**src/seg_pkg.sv**
```systemverilog
// Constants for the status, event and pin configuration block
`default_nettype none
package seg_pkg;
	// Register offsets
	localparam logic [8:0] ADR_IN_STAT  = 9'h050;
	localparam logic [8:0] ADR_MON_STAT = 9'h051;
	localparam logic [8:0] ADR_IN_EVT   = 9'h052;
	localparam logic [8:0] ADR_FLT_EVT  = 9'h053;
	localparam logic [8:0] ADR_IN_MASK  = 9'h054;
	localparam logic [8:0] ADR_FLT_MASK = 9'h055;
	localparam logic [8:0] ADR_CTRL     = 9'h056;
	localparam logic [8:0] ADR_CFG01    = 9'h058;
	localparam logic [8:0] ADR_CFG23    = 9'h059;
	localparam logic [8:0] ADR_CFG4     = 9'h05A;
	localparam logic [8:0] ADR_LOCK_LO  = 9'h0D0;
	localparam logic [8:0] ADR_LOCK_HI  = 9'h14F;
	// Implemented bits of each register, reserved bits read zero
	localparam logic [7:0] VLD_IN_STAT  = 8'h1F;
	localparam logic [7:0] VLD_IN_EVT   = 8'h5F;
	localparam logic [7:0] VLD_FLT_EVT  = 8'h3F;
	localparam logic [7:0] VLD_CFG4     = 8'h0F;
	localparam logic [7:0] RST_REG      = 8'h00;
	// Field positions
	localparam int CTRL_LOCK  = 7;
	localparam int CTRL_SLB   = 5;
	localparam int CTRL_SLA   = 3;
	localparam int CTRL_DEB   = 0;
	localparam int EVT_UV     = 6;
	localparam int MON_OC_B   = 5;
	localparam int MON_OC_A   = 4;
	localparam int CFG_MODE_L = 3;
	localparam int CFG_POL_L  = 2;
	localparam int CFG_FN_L   = 0;
	localparam int CFG_MODE_H = 7;
	localparam int CFG_POL_H  = 6;
	localparam int CFG_FN_H   = 4;
	// Pin function codes
	localparam logic [1:0] FN_IN    = 2'h0;
	localparam logic [1:0] FN_TRACK = 2'h1;
	localparam logic [1:0] FN_OD    = 2'h2;
	localparam logic [1:0] FN_PP    = 2'h3;
	// Timing
	localparam real CLK_PERIOD_NS = 4.0;
	localparam int  SLEW_STEP_MV  = 10;
	localparam real SLEW_T0_US    = 4.0;
	localparam real SLEW_T1_US    = 2.0;
	localparam real SLEW_T2_US    = 1.0;
	localparam real SLEW_T3_US    = 0.5;
	localparam logic [9:0] SLEW_C0 = 10'(int'(SLEW_T0_US*1000.0/CLK_PERIOD_NS));
	localparam logic [9:0] SLEW_C1 = 10'(int'(SLEW_T1_US*1000.0/CLK_PERIOD_NS));
	localparam logic [9:0] SLEW_C2 = 10'(int'(SLEW_T2_US*1000.0/CLK_PERIOD_NS));
	localparam logic [9:0] SLEW_C3 = 10'(int'(SLEW_T3_US*1000.0/CLK_PERIOD_NS));
	localparam real DEB_TICK_MS  = 0.1;
	localparam int  DEB_TICK_CYC = int'(DEB_TICK_MS*1.0e6/CLK_PERIOD_NS);
	localparam real DEB_T1_MS = 0.1;
	localparam real DEB_T2_MS = 1.0;
	localparam real DEB_T3_MS = 10.0;
	localparam real DEB_T4_MS = 50.0;
	localparam real DEB_T5_MS = 250.0;
	localparam real DEB_T6_MS = 500.0;
	localparam real DEB_T7_MS = 1000.0;
	localparam logic [13:0] DEB_K1 = 14'(int'(DEB_T1_MS/DEB_TICK_MS));
	localparam logic [13:0] DEB_K2 = 14'(int'(DEB_T2_MS/DEB_TICK_MS));
	localparam logic [13:0] DEB_K3 = 14'(int'(DEB_T3_MS/DEB_TICK_MS));
	localparam logic [13:0] DEB_K4 = 14'(int'(DEB_T4_MS/DEB_TICK_MS));
	localparam logic [13:0] DEB_K5 = 14'(int'(DEB_T5_MS/DEB_TICK_MS));
	localparam logic [13:0] DEB_K6 = 14'(int'(DEB_T6_MS/DEB_TICK_MS));
	localparam logic [13:0] DEB_K7 = 14'(int'(DEB_T7_MS/DEB_TICK_MS));
endpackage
`default_nettype wire

```
**src/seg_ctrl.sv**
```systemverilog
// Status, event, interrupt and pin configuration logic
`default_nettype none
// Notes on behaviour
// - Status reads return live signal values
// - Ramp ready reads low while rail ramps
// - Overcurrent status high while limit hit
// - Thermal flags high while thresholds reached
// - Power good high while rail in range
// - Fault onset or pin activation sets event flag
// - Unmasked set event asserts interrupt
// - Writing read value clears exactly those flags
// - Events during clear held, posted afterwards
// - Input events: supply low, pins 4..0
// - Fault events: overcurrent, thermal, range loss
// - Mask bits suppress matching event interrupts
// - Overcurrent masks also block event recording
// - Lock bit blocks writes 0xD0 to 0x14F
// - Slew code sets 10mV step interval
// - Debounce code selects input filter time
// - Mode bit: filter on or active output
// - Polarity bit: 0 active low, 1 high
// - IO pin function: input, open drain, push pull
// - Pin 0 function: input or tracking enable
module seg_ctrl
	import seg_pkg::*;
#(
	parameter int DEB_TICK_CYCLES = DEB_TICK_CYC
)(
	// Clock, reset, enable
	input  wire logic       clk_i,
	input  wire logic       rst_n_i,
	input  wire logic       ce_i,
	// Register port
	input  wire logic [8:0] reg_addr_i,
	input  wire logic       reg_wr_i,
	input  wire logic       reg_rd_i,
	input  wire logic [7:0] reg_wdata_i,
	output logic      [7:0] reg_rdata_o,
	output logic            reg_rvalid_o,
	// Writes passed on to the lockable range
	output logic            locked_wr_o,
	output logic      [8:0] locked_addr_o,
	output logic      [7:0] locked_wdata_o,
	// Pins
	input  wire logic       input_pin_0_i,
	input  wire logic       input_pin_1_i,
	input  wire logic       io_pin_2_i,
	input  wire logic       io_pin_3_i,
	input  wire logic       input_pin_4_i,
	output logic            io_pin_2_o,
	output logic            io_pin_2_oe_n_o,
	output logic            io_pin_3_o,
	output logic            io_pin_3_oe_n_o,
	output logic            track_enable_o,
	// Monitored signals from the regulator core
	input  wire logic       io_supply_undervoltage_i,
	input  wire logic       rail_a_ramping_i,
	input  wire logic       rail_b_ramping_i,
	input  wire logic       rail_a_overcurrent_i,
	input  wire logic       rail_b_overcurrent_i,
	input  wire logic       thermal_shutdown_flag_i,
	input  wire logic       thermal_warning_i,
	input  wire logic       rail_a_in_range_i,
	input  wire logic       rail_b_in_range_i,
	// Ramp step pulses
	output logic            rail_a_step_o,
	output logic            rail_b_step_o,
	// Interrupt
	output logic            interrupt_out_n_o
);
	logic [7:0]  in_mask, flt_mask, ctrl, cfg01, cfg23, cfg4;
	logic [7:0]  in_evt, flt_evt, in_hold, flt_hold;
	logic [7:0]  mon_live, mon_prev, new_in, new_flt;
	logic [4:0]  pin_raw, pin_mode, pin_pol, filt_on, lvl, act, act_prev;
	logic [1:0]  fn2, fn3, rail_ramp, rail_step;
	logic [1:0]  slew_code [2];
	logic        uv_prev, wr_en, clr_in, clr_flt, in_lock, irq_any, tick;
	logic        v2, v3;
	logic [23:0] tick_cnt;
	logic [13:0] deb_lim;

	function automatic logic [13:0] deb_ticks(input logic [2:0] c);
		case (c)
			3'h1:    deb_ticks = DEB_K1;
			3'h2:    deb_ticks = DEB_K2;
			3'h3:    deb_ticks = DEB_K3;
			3'h4:    deb_ticks = DEB_K4;
			3'h5:    deb_ticks = DEB_K5;
			3'h6:    deb_ticks = DEB_K6;
			3'h7:    deb_ticks = DEB_K7;
			default: deb_ticks = DEB_K1;
		endcase
	endfunction

	function automatic logic [9:0] slew_cyc(input logic [1:0] c);
		case (c)
			2'h0:    slew_cyc = SLEW_C0;
			2'h1:    slew_cyc = SLEW_C1;
			2'h2:    slew_cyc = SLEW_C2;
			default: slew_cyc = SLEW_C3;
		endcase
	endfunction

	// Bus decode
	assign wr_en   = ce_i & reg_wr_i;
	assign clr_in  = wr_en & (reg_addr_i == ADR_IN_EVT);
	assign clr_flt = wr_en & (reg_addr_i == ADR_FLT_EVT);
	assign in_lock = (reg_addr_i >= ADR_LOCK_LO) && (reg_addr_i <= ADR_LOCK_HI);

	// Software written configuration
	always_ff @(posedge clk_i or negedge rst_n_i)
	begin
		if (!rst_n_i)
		begin
			in_mask  <= RST_REG;
			flt_mask <= RST_REG;
			ctrl     <= RST_REG;
			cfg01    <= RST_REG;
			cfg23    <= RST_REG;
			cfg4     <= RST_REG;
		end
		else if (wr_en)
		begin
			case (reg_addr_i)
				ADR_IN_MASK:  in_mask  <= reg_wdata_i & VLD_IN_EVT;
				ADR_FLT_MASK: flt_mask <= reg_wdata_i & VLD_FLT_EVT;
				ADR_CTRL:     ctrl     <= reg_wdata_i;
				ADR_CFG01:    cfg01    <= reg_wdata_i;
				ADR_CFG23:    cfg23    <= reg_wdata_i;
				ADR_CFG4:     cfg4     <= reg_wdata_i & VLD_CFG4;
				default:      ctrl     <= ctrl;
			endcase
		end
	end

	// Locked range: the write is simply not forwarded while locked
	always_ff @(posedge clk_i or negedge rst_n_i)
	begin
		if (!rst_n_i)
		begin
			locked_wr_o    <= 1'b0;
			locked_addr_o  <= 9'h000;
			locked_wdata_o <= 8'h00;
		end
		else if (ce_i)
		begin
			locked_wr_o    <= wr_en & in_lock & ~ctrl[CTRL_LOCK];
			locked_addr_o  <= reg_addr_i;
			locked_wdata_o <= reg_wdata_i;
		end
	end

	// Per pin settings; output-configured IO pins never filter
	assign fn2      = cfg23[CFG_FN_L +: 2];
	assign fn3      = cfg23[CFG_FN_H +: 2];
	assign pin_raw  = {input_pin_4_i, io_pin_3_i, io_pin_2_i,
	                   input_pin_1_i, input_pin_0_i};
	assign pin_mode = {cfg4[CFG_MODE_L], cfg23[CFG_MODE_H],
	                   cfg23[CFG_MODE_L], cfg01[CFG_MODE_H],
	                   cfg01[CFG_MODE_L]};
	assign pin_pol  = {cfg4[CFG_POL_L], cfg23[CFG_POL_H], cfg23[CFG_POL_L],
	                   cfg01[CFG_POL_H], cfg01[CFG_POL_L]};
	assign filt_on  = pin_mode & {1'b1, fn3 == FN_IN, fn2 == FN_IN, 2'b11}
	                  & {5{ctrl[CTRL_DEB +: 3] != 3'h0}};
	assign act      = ~(lvl ^ pin_pol);
	assign deb_lim  = deb_ticks(ctrl[CTRL_DEB +: 3]);

	// Debounce time base, one tick per filter unit
	always_ff @(posedge clk_i or negedge rst_n_i)
	begin
		if (!rst_n_i)
		begin
			tick_cnt <= 24'h00_0000;
			tick     <= 1'b0;
		end
		else if (ce_i)
		begin
			tick     <= (tick_cnt == 24'(DEB_TICK_CYCLES - 1));
			tick_cnt <= (tick_cnt == 24'(DEB_TICK_CYCLES - 1)) ?
			            24'h00_0000 : tick_cnt + 24'h00_0001;
		end
	end

	// Pin synchroniser and filter; time is accurate to one tick
	for (genvar k = 0; k < 5; k++)
	begin : g_pin
		logic        s1, s2, s3, stbl;
		logic [13:0] cnt;
		always_ff @(posedge clk_i or negedge rst_n_i)
		begin
			if (!rst_n_i)
			begin
				s1   <= 1'b0;
				s2   <= 1'b0;
				s3   <= 1'b0;
				stbl <= 1'b0;
				cnt  <= 14'h0000;
				lvl[k] <= 1'b0;
			end
			else if (ce_i)
			begin
				s1 <= pin_raw[k];
				s2 <= s1;
				s3 <= s2;
				if (s2 == s3)
					stbl <= s3;
				if (!filt_on[k] || stbl == lvl[k])
				begin
					lvl[k] <= stbl;
					cnt    <= 14'h0000;
				end
				else if (tick)
				begin
					if (cnt >= deb_lim - 14'h0001)
					begin
						lvl[k] <= stbl;
						cnt    <= 14'h0000;
					end
					else
						cnt <= cnt + 14'h0001;
				end
			end
		end
	end

	// Live monitor view, ramp ready is the inverse of ramping
	assign mon_live = {~rail_b_ramping_i, ~rail_a_ramping_i,
	                   rail_b_overcurrent_i, rail_a_overcurrent_i,
	                   thermal_shutdown_flag_i, thermal_warning_i,
	                   rail_b_in_range_i, rail_a_in_range_i};

	// Change detection
	assign new_in  = ({1'b0, io_supply_undervoltage_i & ~uv_prev, 1'b0,
	                  act & ~act_prev}) & VLD_IN_EVT;
	assign new_flt = {2'b00,
	                  mon_live[MON_OC_B:MON_OC_A]
	                  & ~mon_prev[MON_OC_B:MON_OC_A]
	                  & ~flt_mask[MON_OC_B:MON_OC_A],
	                  mon_live[3:2] & ~mon_prev[3:2],
	                  mon_prev[1:0] & ~mon_live[1:0]};

	// Previous values for edge detection
	always_ff @(posedge clk_i or negedge rst_n_i)
	begin
		if (!rst_n_i)
		begin
			mon_prev <= 8'h00;
			uv_prev  <= 1'b0;
			act_prev <= 5'h1F; // Reset act is all ones, avoids false edges
		end
		else if (ce_i)
		begin
			mon_prev <= mon_live;
			uv_prev  <= io_supply_undervoltage_i;
			act_prev <= act;
		end
	end

	// Event flags; arrivals in a clearing cycle wait one cycle
	always_ff @(posedge clk_i or negedge rst_n_i)
	begin
		if (!rst_n_i)
		begin
			in_evt   <= RST_REG;
			flt_evt  <= RST_REG;
			in_hold  <= RST_REG;
			flt_hold <= RST_REG;
		end
		else if (ce_i)
		begin
			if (clr_in)
			begin
				in_evt  <= (in_evt & ~reg_wdata_i) | in_hold;
				in_hold <= new_in;
			end
			else
			begin
				in_evt  <= in_evt | new_in | in_hold;
				in_hold <= RST_REG;
			end
			if (clr_flt)
			begin
				flt_evt  <= (flt_evt & ~reg_wdata_i) | flt_hold;
				flt_hold <= new_flt;
			end
			else
			begin
				flt_evt  <= flt_evt | new_flt | flt_hold;
				flt_hold <= RST_REG;
			end
		end
	end

	// Interrupt, low while any unmasked flag is set
	assign irq_any = |((in_evt & ~in_mask) | (flt_evt & ~flt_mask));
	always_ff @(posedge clk_i or negedge rst_n_i)
	begin
		if (!rst_n_i)
			interrupt_out_n_o <= 1'b1;
		else if (ce_i)
			interrupt_out_n_o <= ~irq_any;
	end

	// Register read; values sampled at the read strobe
	always_ff @(posedge clk_i or negedge rst_n_i)
	begin
		if (!rst_n_i)
		begin
			reg_rdata_o  <= 8'h00;
			reg_rvalid_o <= 1'b0;
		end
		else if (ce_i)
		begin
			reg_rvalid_o <= reg_rd_i;
			if (reg_rd_i)
			begin
				case (reg_addr_i)
					ADR_IN_STAT:  reg_rdata_o <= {3'h0, lvl};
					ADR_MON_STAT: reg_rdata_o <= mon_live;
					ADR_IN_EVT:   reg_rdata_o <= in_evt;
					ADR_FLT_EVT:  reg_rdata_o <= flt_evt;
					ADR_IN_MASK:  reg_rdata_o <= in_mask;
					ADR_FLT_MASK: reg_rdata_o <= flt_mask;
					ADR_CTRL:     reg_rdata_o <= ctrl;
					ADR_CFG01:    reg_rdata_o <= cfg01;
					ADR_CFG23:    reg_rdata_o <= cfg23;
					ADR_CFG4:     reg_rdata_o <= cfg4;
					default:      reg_rdata_o <= 8'h00;
				endcase
			end
		end
	end

	// IO pin drivers; mode bit picks active or passive level
	assign v2 = cfg23[CFG_MODE_L] ? cfg23[CFG_POL_L] : ~cfg23[CFG_POL_L];
	assign v3 = cfg23[CFG_MODE_H] ? cfg23[CFG_POL_H] : ~cfg23[CFG_POL_H];
	always_ff @(posedge clk_i or negedge rst_n_i)
	begin
		if (!rst_n_i)
		begin
			io_pin_2_o      <= 1'b0;
			io_pin_2_oe_n_o <= 1'b1;
			io_pin_3_o      <= 1'b0;
			io_pin_3_oe_n_o <= 1'b1;
			track_enable_o  <= 1'b0;
		end
		else if (ce_i)
		begin
			// Open drain only ever pulls low
			io_pin_2_o      <= (fn2 == FN_PP) & v2;
			io_pin_2_oe_n_o <= ~((fn2 == FN_PP) | ((fn2 == FN_OD) & ~v2));
			io_pin_3_o      <= (fn3 == FN_PP) & v3;
			io_pin_3_oe_n_o <= ~((fn3 == FN_PP) | ((fn3 == FN_OD) & ~v3));
			track_enable_o  <= (cfg01[CFG_FN_L +: 2] == FN_TRACK)
			                   & act[0];
		end
	end

	// Ramp step timers, one step of the set size per interval
	assign rail_ramp    = {rail_b_ramping_i, rail_a_ramping_i};
	assign slew_code[0] = ctrl[CTRL_SLA +: 2];
	assign slew_code[1] = ctrl[CTRL_SLB +: 2];
	for (genvar r = 0; r < 2; r++)
	begin : g_slew
		logic [9:0] cnt;
		always_ff @(posedge clk_i or negedge rst_n_i)
		begin
			if (!rst_n_i)
			begin
				cnt          <= 10'h000;
				rail_step[r] <= 1'b0;
			end
			else if (ce_i)
			begin
				if (!rail_ramp[r])
				begin
					cnt          <= 10'h000;
					rail_step[r] <= 1'b0;
				end
				else if (cnt >= slew_cyc(slew_code[r]) - 10'h001)
				begin
					cnt          <= 10'h000;
					rail_step[r] <= 1'b1;
				end
				else
				begin
					cnt          <= cnt + 10'h001;
					rail_step[r] <= 1'b0;
				end
			end
		end
	end
	assign rail_a_step_o = rail_step[0];
	assign rail_b_step_o = rail_step[1];

	// Checks
	a_irq_follow: assert property (@(posedge clk_i) disable iff (!rst_n_i)
		ce_i |=> interrupt_out_n_o == !$past(irq_any))
		else $error("interrupt does not follow unmasked flags");
	a_mask_quiet: assert property (@(posedge clk_i) disable iff (!rst_n_i)
		ce_i && ((in_evt & ~in_mask) == 8'h00)
		&& ((flt_evt & ~flt_mask) == 8'h00) |=> interrupt_out_n_o)
		else $error("masked flags raised interrupt");
	a_ready_low: assert property (@(posedge clk_i) disable iff (!rst_n_i)
		ce_i && reg_rd_i && reg_addr_i == ADR_MON_STAT
		|=> reg_rvalid_o && reg_rdata_o[7:6]
		== ~{$past(rail_b_ramping_i), $past(rail_a_ramping_i)})
		else $error("ramp ready wrong");
	a_status_live: assert property (@(posedge clk_i) disable iff (!rst_n_i)
		ce_i && reg_rd_i && reg_addr_i == ADR_MON_STAT
		|=> reg_rdata_o[5:0] == $past(mon_live[5:0]))
		else $error("status read not live");
	a_clear_exact: assert property (@(posedge clk_i) disable iff (!rst_n_i)
		ce_i && clr_flt && flt_hold == 8'h00
		|=> flt_evt == ($past(flt_evt) & ~$past(reg_wdata_i)))
		else $error("clear not exact");
	a_hold_post: assert property (@(posedge clk_i) disable iff (!rst_n_i)
		ce_i && clr_flt && new_flt != 8'h00 ##1 ce_i && !clr_flt
		|=> (flt_evt & $past(flt_hold)) == $past(flt_hold))
		else $error("held event lost");
	a_oc_blocked: assert property (@(posedge clk_i) disable iff (!rst_n_i)
		ce_i && flt_mask[MON_OC_B] && !flt_evt[MON_OC_B]
		&& !flt_hold[MON_OC_B] |=> !flt_evt[MON_OC_B])
		else $error("masked overcurrent recorded");
	a_lock_block: assert property (@(posedge clk_i) disable iff (!rst_n_i)
		wr_en && in_lock && ctrl[CTRL_LOCK] |=> !locked_wr_o)
		else $error("locked write passed");
	a_lock_pass: assert property (@(posedge clk_i) disable iff (!rst_n_i)
		wr_en && in_lock && !ctrl[CTRL_LOCK]
		|=> locked_wr_o && locked_addr_o == $past(reg_addr_i))
		else $error("unlocked write dropped");
	a_step_idle: assert property (@(posedge clk_i) disable iff (!rst_n_i)
		ce_i && !rail_a_ramping_i |=> !rail_a_step_o)
		else $error("step without ramp");
	a_pp_drive: assert property (@(posedge clk_i) disable iff (!rst_n_i)
		ce_i && fn3 == FN_PP |=> !io_pin_3_oe_n_o
		&& io_pin_3_o == $past(v3))
		else $error("push pull not driven");
	a_od_high: assert property (@(posedge clk_i) disable iff (!rst_n_i)
		ce_i && fn2 == FN_OD && v2 |=> io_pin_2_oe_n_o)
		else $error("open drain drove high");
endmodule
`default_nettype wire

```
**config.mk**
```make
export PLATFORM = sky130hd
export DESIGN_NAME = seg_ctrl
export DESIGN_NICKNAME = d
export VERILOG_FILES = /design/src/seg_pkg.sv /design/src/seg_ctrl.sv
export SDC_FILE = /design/constraint.sdc
export NUM_CORES = 1
export LEC_CHECK = 0
export BUFFER_PORTS_ARGS = -buffer_cell sky130_fd_sc_hd__buf_2
export CORE_AREA = 2 2 157 159
export DETAILED_ROUTE_END_ITERATION = 7
export DIE_AREA = 0 0 159 161
export PLACE_DENSITY = 0.77
export SYNTH_ARGS = -nofsm -noshare
export SYNTH_HDL_FRONTEND = slang
export SYNTH_SLANG_ARGS = --single-unit
```
**constraint.sdc**
```tcl
create_clock -name clk_i -period 5.55 [get_ports clk_i]
set_input_delay 0.2775 -clock clk_i [delete_from_list [all_inputs] [get_ports clk_i]]
set_output_delay 0.2775 -clock clk_i [all_outputs]
set_load 0.02 [all_outputs]
```
==> out/metrics.cfg <==
[run_status]
status=completed

[routing]
ant_nets=0
dr.first_iter.drc_count=798
viasPerCell=6.03
wl_met3_um=1680
top_layer=met4
met2_length_um=16100
vias=10916
drc=0
wl_met1_um=14100
drt-total-wl_um=33500
first_pass_iters=6
wl_per_cell_um=18.5

[logic_synthesis]
synth-warning-count=0
netlist_area_um2=14200
synth_top_cell_by_area=dfrtp_1
ys_types=71
ys_seq_elements=255
synth-edff-count=0
synth.area.top_cells=dfrtp_1 44%, ha_1 8.9%, mux2_2 6.2%, nand2_1 3.4%, xor2_1 3.0%
synthDominantCellAreaShare_pct=43.6
ys_seq_area_share_pct=45.1
synthCells=1395
synthArstFlopShare_pct=100
syn_area_per_cell_um2=10.2
synth_flop_cell=dfrtp_1
synth_fp_nets=1532

[setup_path]
startpoint_type=register
cp_data_required_time_ns=5.99
criticalPathCategory=reg2reg
end_kind=register
arrival_ns=4.22
path_max_fanout=15

[clocking]
clock-root-buffer=clkbuf_16
ctsResizeCount=0
htree_num_levels=1
tritoncts=done
cts.sinks=255
cts_buffers=27
insertion_delay_ns=0.56
cts.clk_slew.worst_paths_ns=0.06
clk_path_buf_depth=3

[floorplanning]
die_height_um=161
rows=57
initial_utilization_pct=59.1
boundaryPins=71
coreArea_um2=24000
die_area_um2=25600
die_x_um=159

[timing]
rsz0062_at_grt=false
worstMarginPinSlew_ns=1.10
setup_viol=0
fmax_mhz=264
final.min_clock_period_ns=3.79
slew_headroom_pct=25.7
fin_worst_skew_ns=0.0118
finalMaxSlewViolations=0
finalCritPeriodShare_pct=68.3
tns_ns=0
hold_violations=0

[place]
io_buffer_count=70
dpl-instance-area_um2=14800
globalplace.congestion=0.907
post-dp-hpwl_um=23600
placed_cells=1749

[global_routing]
grt_max_degree=138
antenna_found_initial=0
grt_pass1_wl_um=54900
gr-total-overflow=0
grtUsageTotal_pct=26.3
grt_pass1_vias=10642

[layout]
stdcell_count=1809
n_antenna_cell=0
nFillCells=1908
final_cell_area_um2=15800
utilization_pct=66.0
syn_to_final_growth_pct=11.7
final_nets=1605
drive_above_1_share_pct=15.6

[power_and_ir_drop]
powerDensity_nw_per_um2=276
p_leak_nw=7.46
peakVddDrop_mv=0.241

[hold_path]
hold_path_class=in2reg

[run]
cap_violations=0

[final timing paths]
path | start | endpoint | slack [ns] | cells past startpoint
max | ctrl[2]$_DFFE_PN0P_ | lvl[4]$_DFFE_PN0P_ | 1.76 | 9
min in group asynchronous | rst_n_i | tick_cnt[11]$_DFFE_PN0P_ | 0.38 | 2
max in group asynchronous | rst_n_i | in_mask[3]$_DFFE_PN0P_ | 3.95 | 3
max reg2reg | ctrl[2]$_DFFE_PN0P_ | lvl[4]$_DFFE_PN0P_ | 1.76 | 9
min reg2reg | tick_cnt[23]$_DFFE_PN0P_ | tick_cnt[23]$_DFFE_PN0P_ | 0.48 | 1
min | rail_a_in_range_i | mon_prev[0]$_DFFE_PN0P_ | 0.02 | 2
[final cells by class]
class                           instances  area, µm²  share of cell area [%]
Timing Repair Buffer                   93        583                    3.68
Tap cell                              324        405                    2.56
Multi-Input combinational cell       1029       7360                    46.5
Clock buffer                           40        805                    5.08
Sequential cell                       255       6390                    40.4
Inverter                               62        233                    1.47
Clock inverter                          6       47.5                   0.300
[what timing repair did]
item / CTS / global route
hold buffers: 14 / 0
setup endpoints to repair: 0 / 0
endpoints found under the hold margin: 126 / 0
setup buffers: 0 / 0
[synth_stat cells, types with 9 or more instances]
library cell	instances
nor2_1	110
and3_1	28
nand4_1	26
inv_1	62
o21ai_0	83
nor4_1	9
nor2b_1	17
a31oi_1	15
mux2i_1	19
nand2b_1	12
xor2_1	48
o22ai_1	17
ha_1	101
nand3_1	54
a21o_1	14
nand2_1	127
xnor2_1	39
clkbuf_1	43
a21oi_1	40
mux2_2	78
nor3_1	29
a22o_1	24
or3_1	10
dfrtp_1	247
[sequential cells by signal, summed over array words and instances, names as in the netlist, 8 cells and up]
register        cells
ctrl                8
locked_addr_o       9
g_slew.cnt         20
reg_rdata_o         8
locked_wdata_o      8
flt_evt             8
in_evt              8
tick_cnt           24
g_pin.cnt          70
cfg01               8
cfg23               8
[power breakdown]
part / switching [mW] / internal [mW] / total [mW]
combinational: 0.295 / 0.210 / 0.506
clock: 0.739 / 0.998 / 1.74
sequential: 0.135 / 1.99 / 2.12
total: 1.17 / 3.19 / 4.36
[critical path, cell delays in order, from the launching register on]
cell     delay [ns]
dfrtp_1        0.63
inv_1          0.24
and3_1         0.22
a21oi_1        0.47
ha_1           0.37
a41oi_1        0.22
a21oi_1        0.10
o31ai_1        0.62
a21oi_1        0.43
mux2_2         0.37
[metrics by stage]
step                hold slack (ns)  setup slack [ns]  power (mW)
floorplan                   -0.0181              2.67        2.45
global placement              0.412              2.07        2.63
detailed placement            0.421              1.80        2.65
CTS                       0.0000287              1.79        4.40
global route                0.00727              1.49        4.55
finish                       0.0174              1.76        4.36
[layer usage]
metal	up-vias	global-route usage [%]
met3	93	3.26
met5	-	0
li1	5168	-
met2	309	44.2
met1	5346	34.5
met4	0	11.9
[cell families after synthesis]
family | after synthesis | synth area share [%]
compound gates | 272 | 13.1
flops | 255 | 45.1
fa+ha+maj | 106 | 9.28
simple gates | 464 | 16.1
mux | 100 | 7.96
xor+xnor | 87 | 5.38
buf+inv | 111 | 3.06
[placed cells by master, fill, tap and decap left out, types with 40 or more instances in the layout]
master / count
nor2_1: 110
inv_1: 62
dfrtp_1: 247
buf_2: 68
ha_1: 101
nand2_1: 127
xor2_1: 48
o21ai_0: 83
mux2_2: 78
a21oi_1: 40
nand3_1: 54
Power figures use the tool's default switching activity.
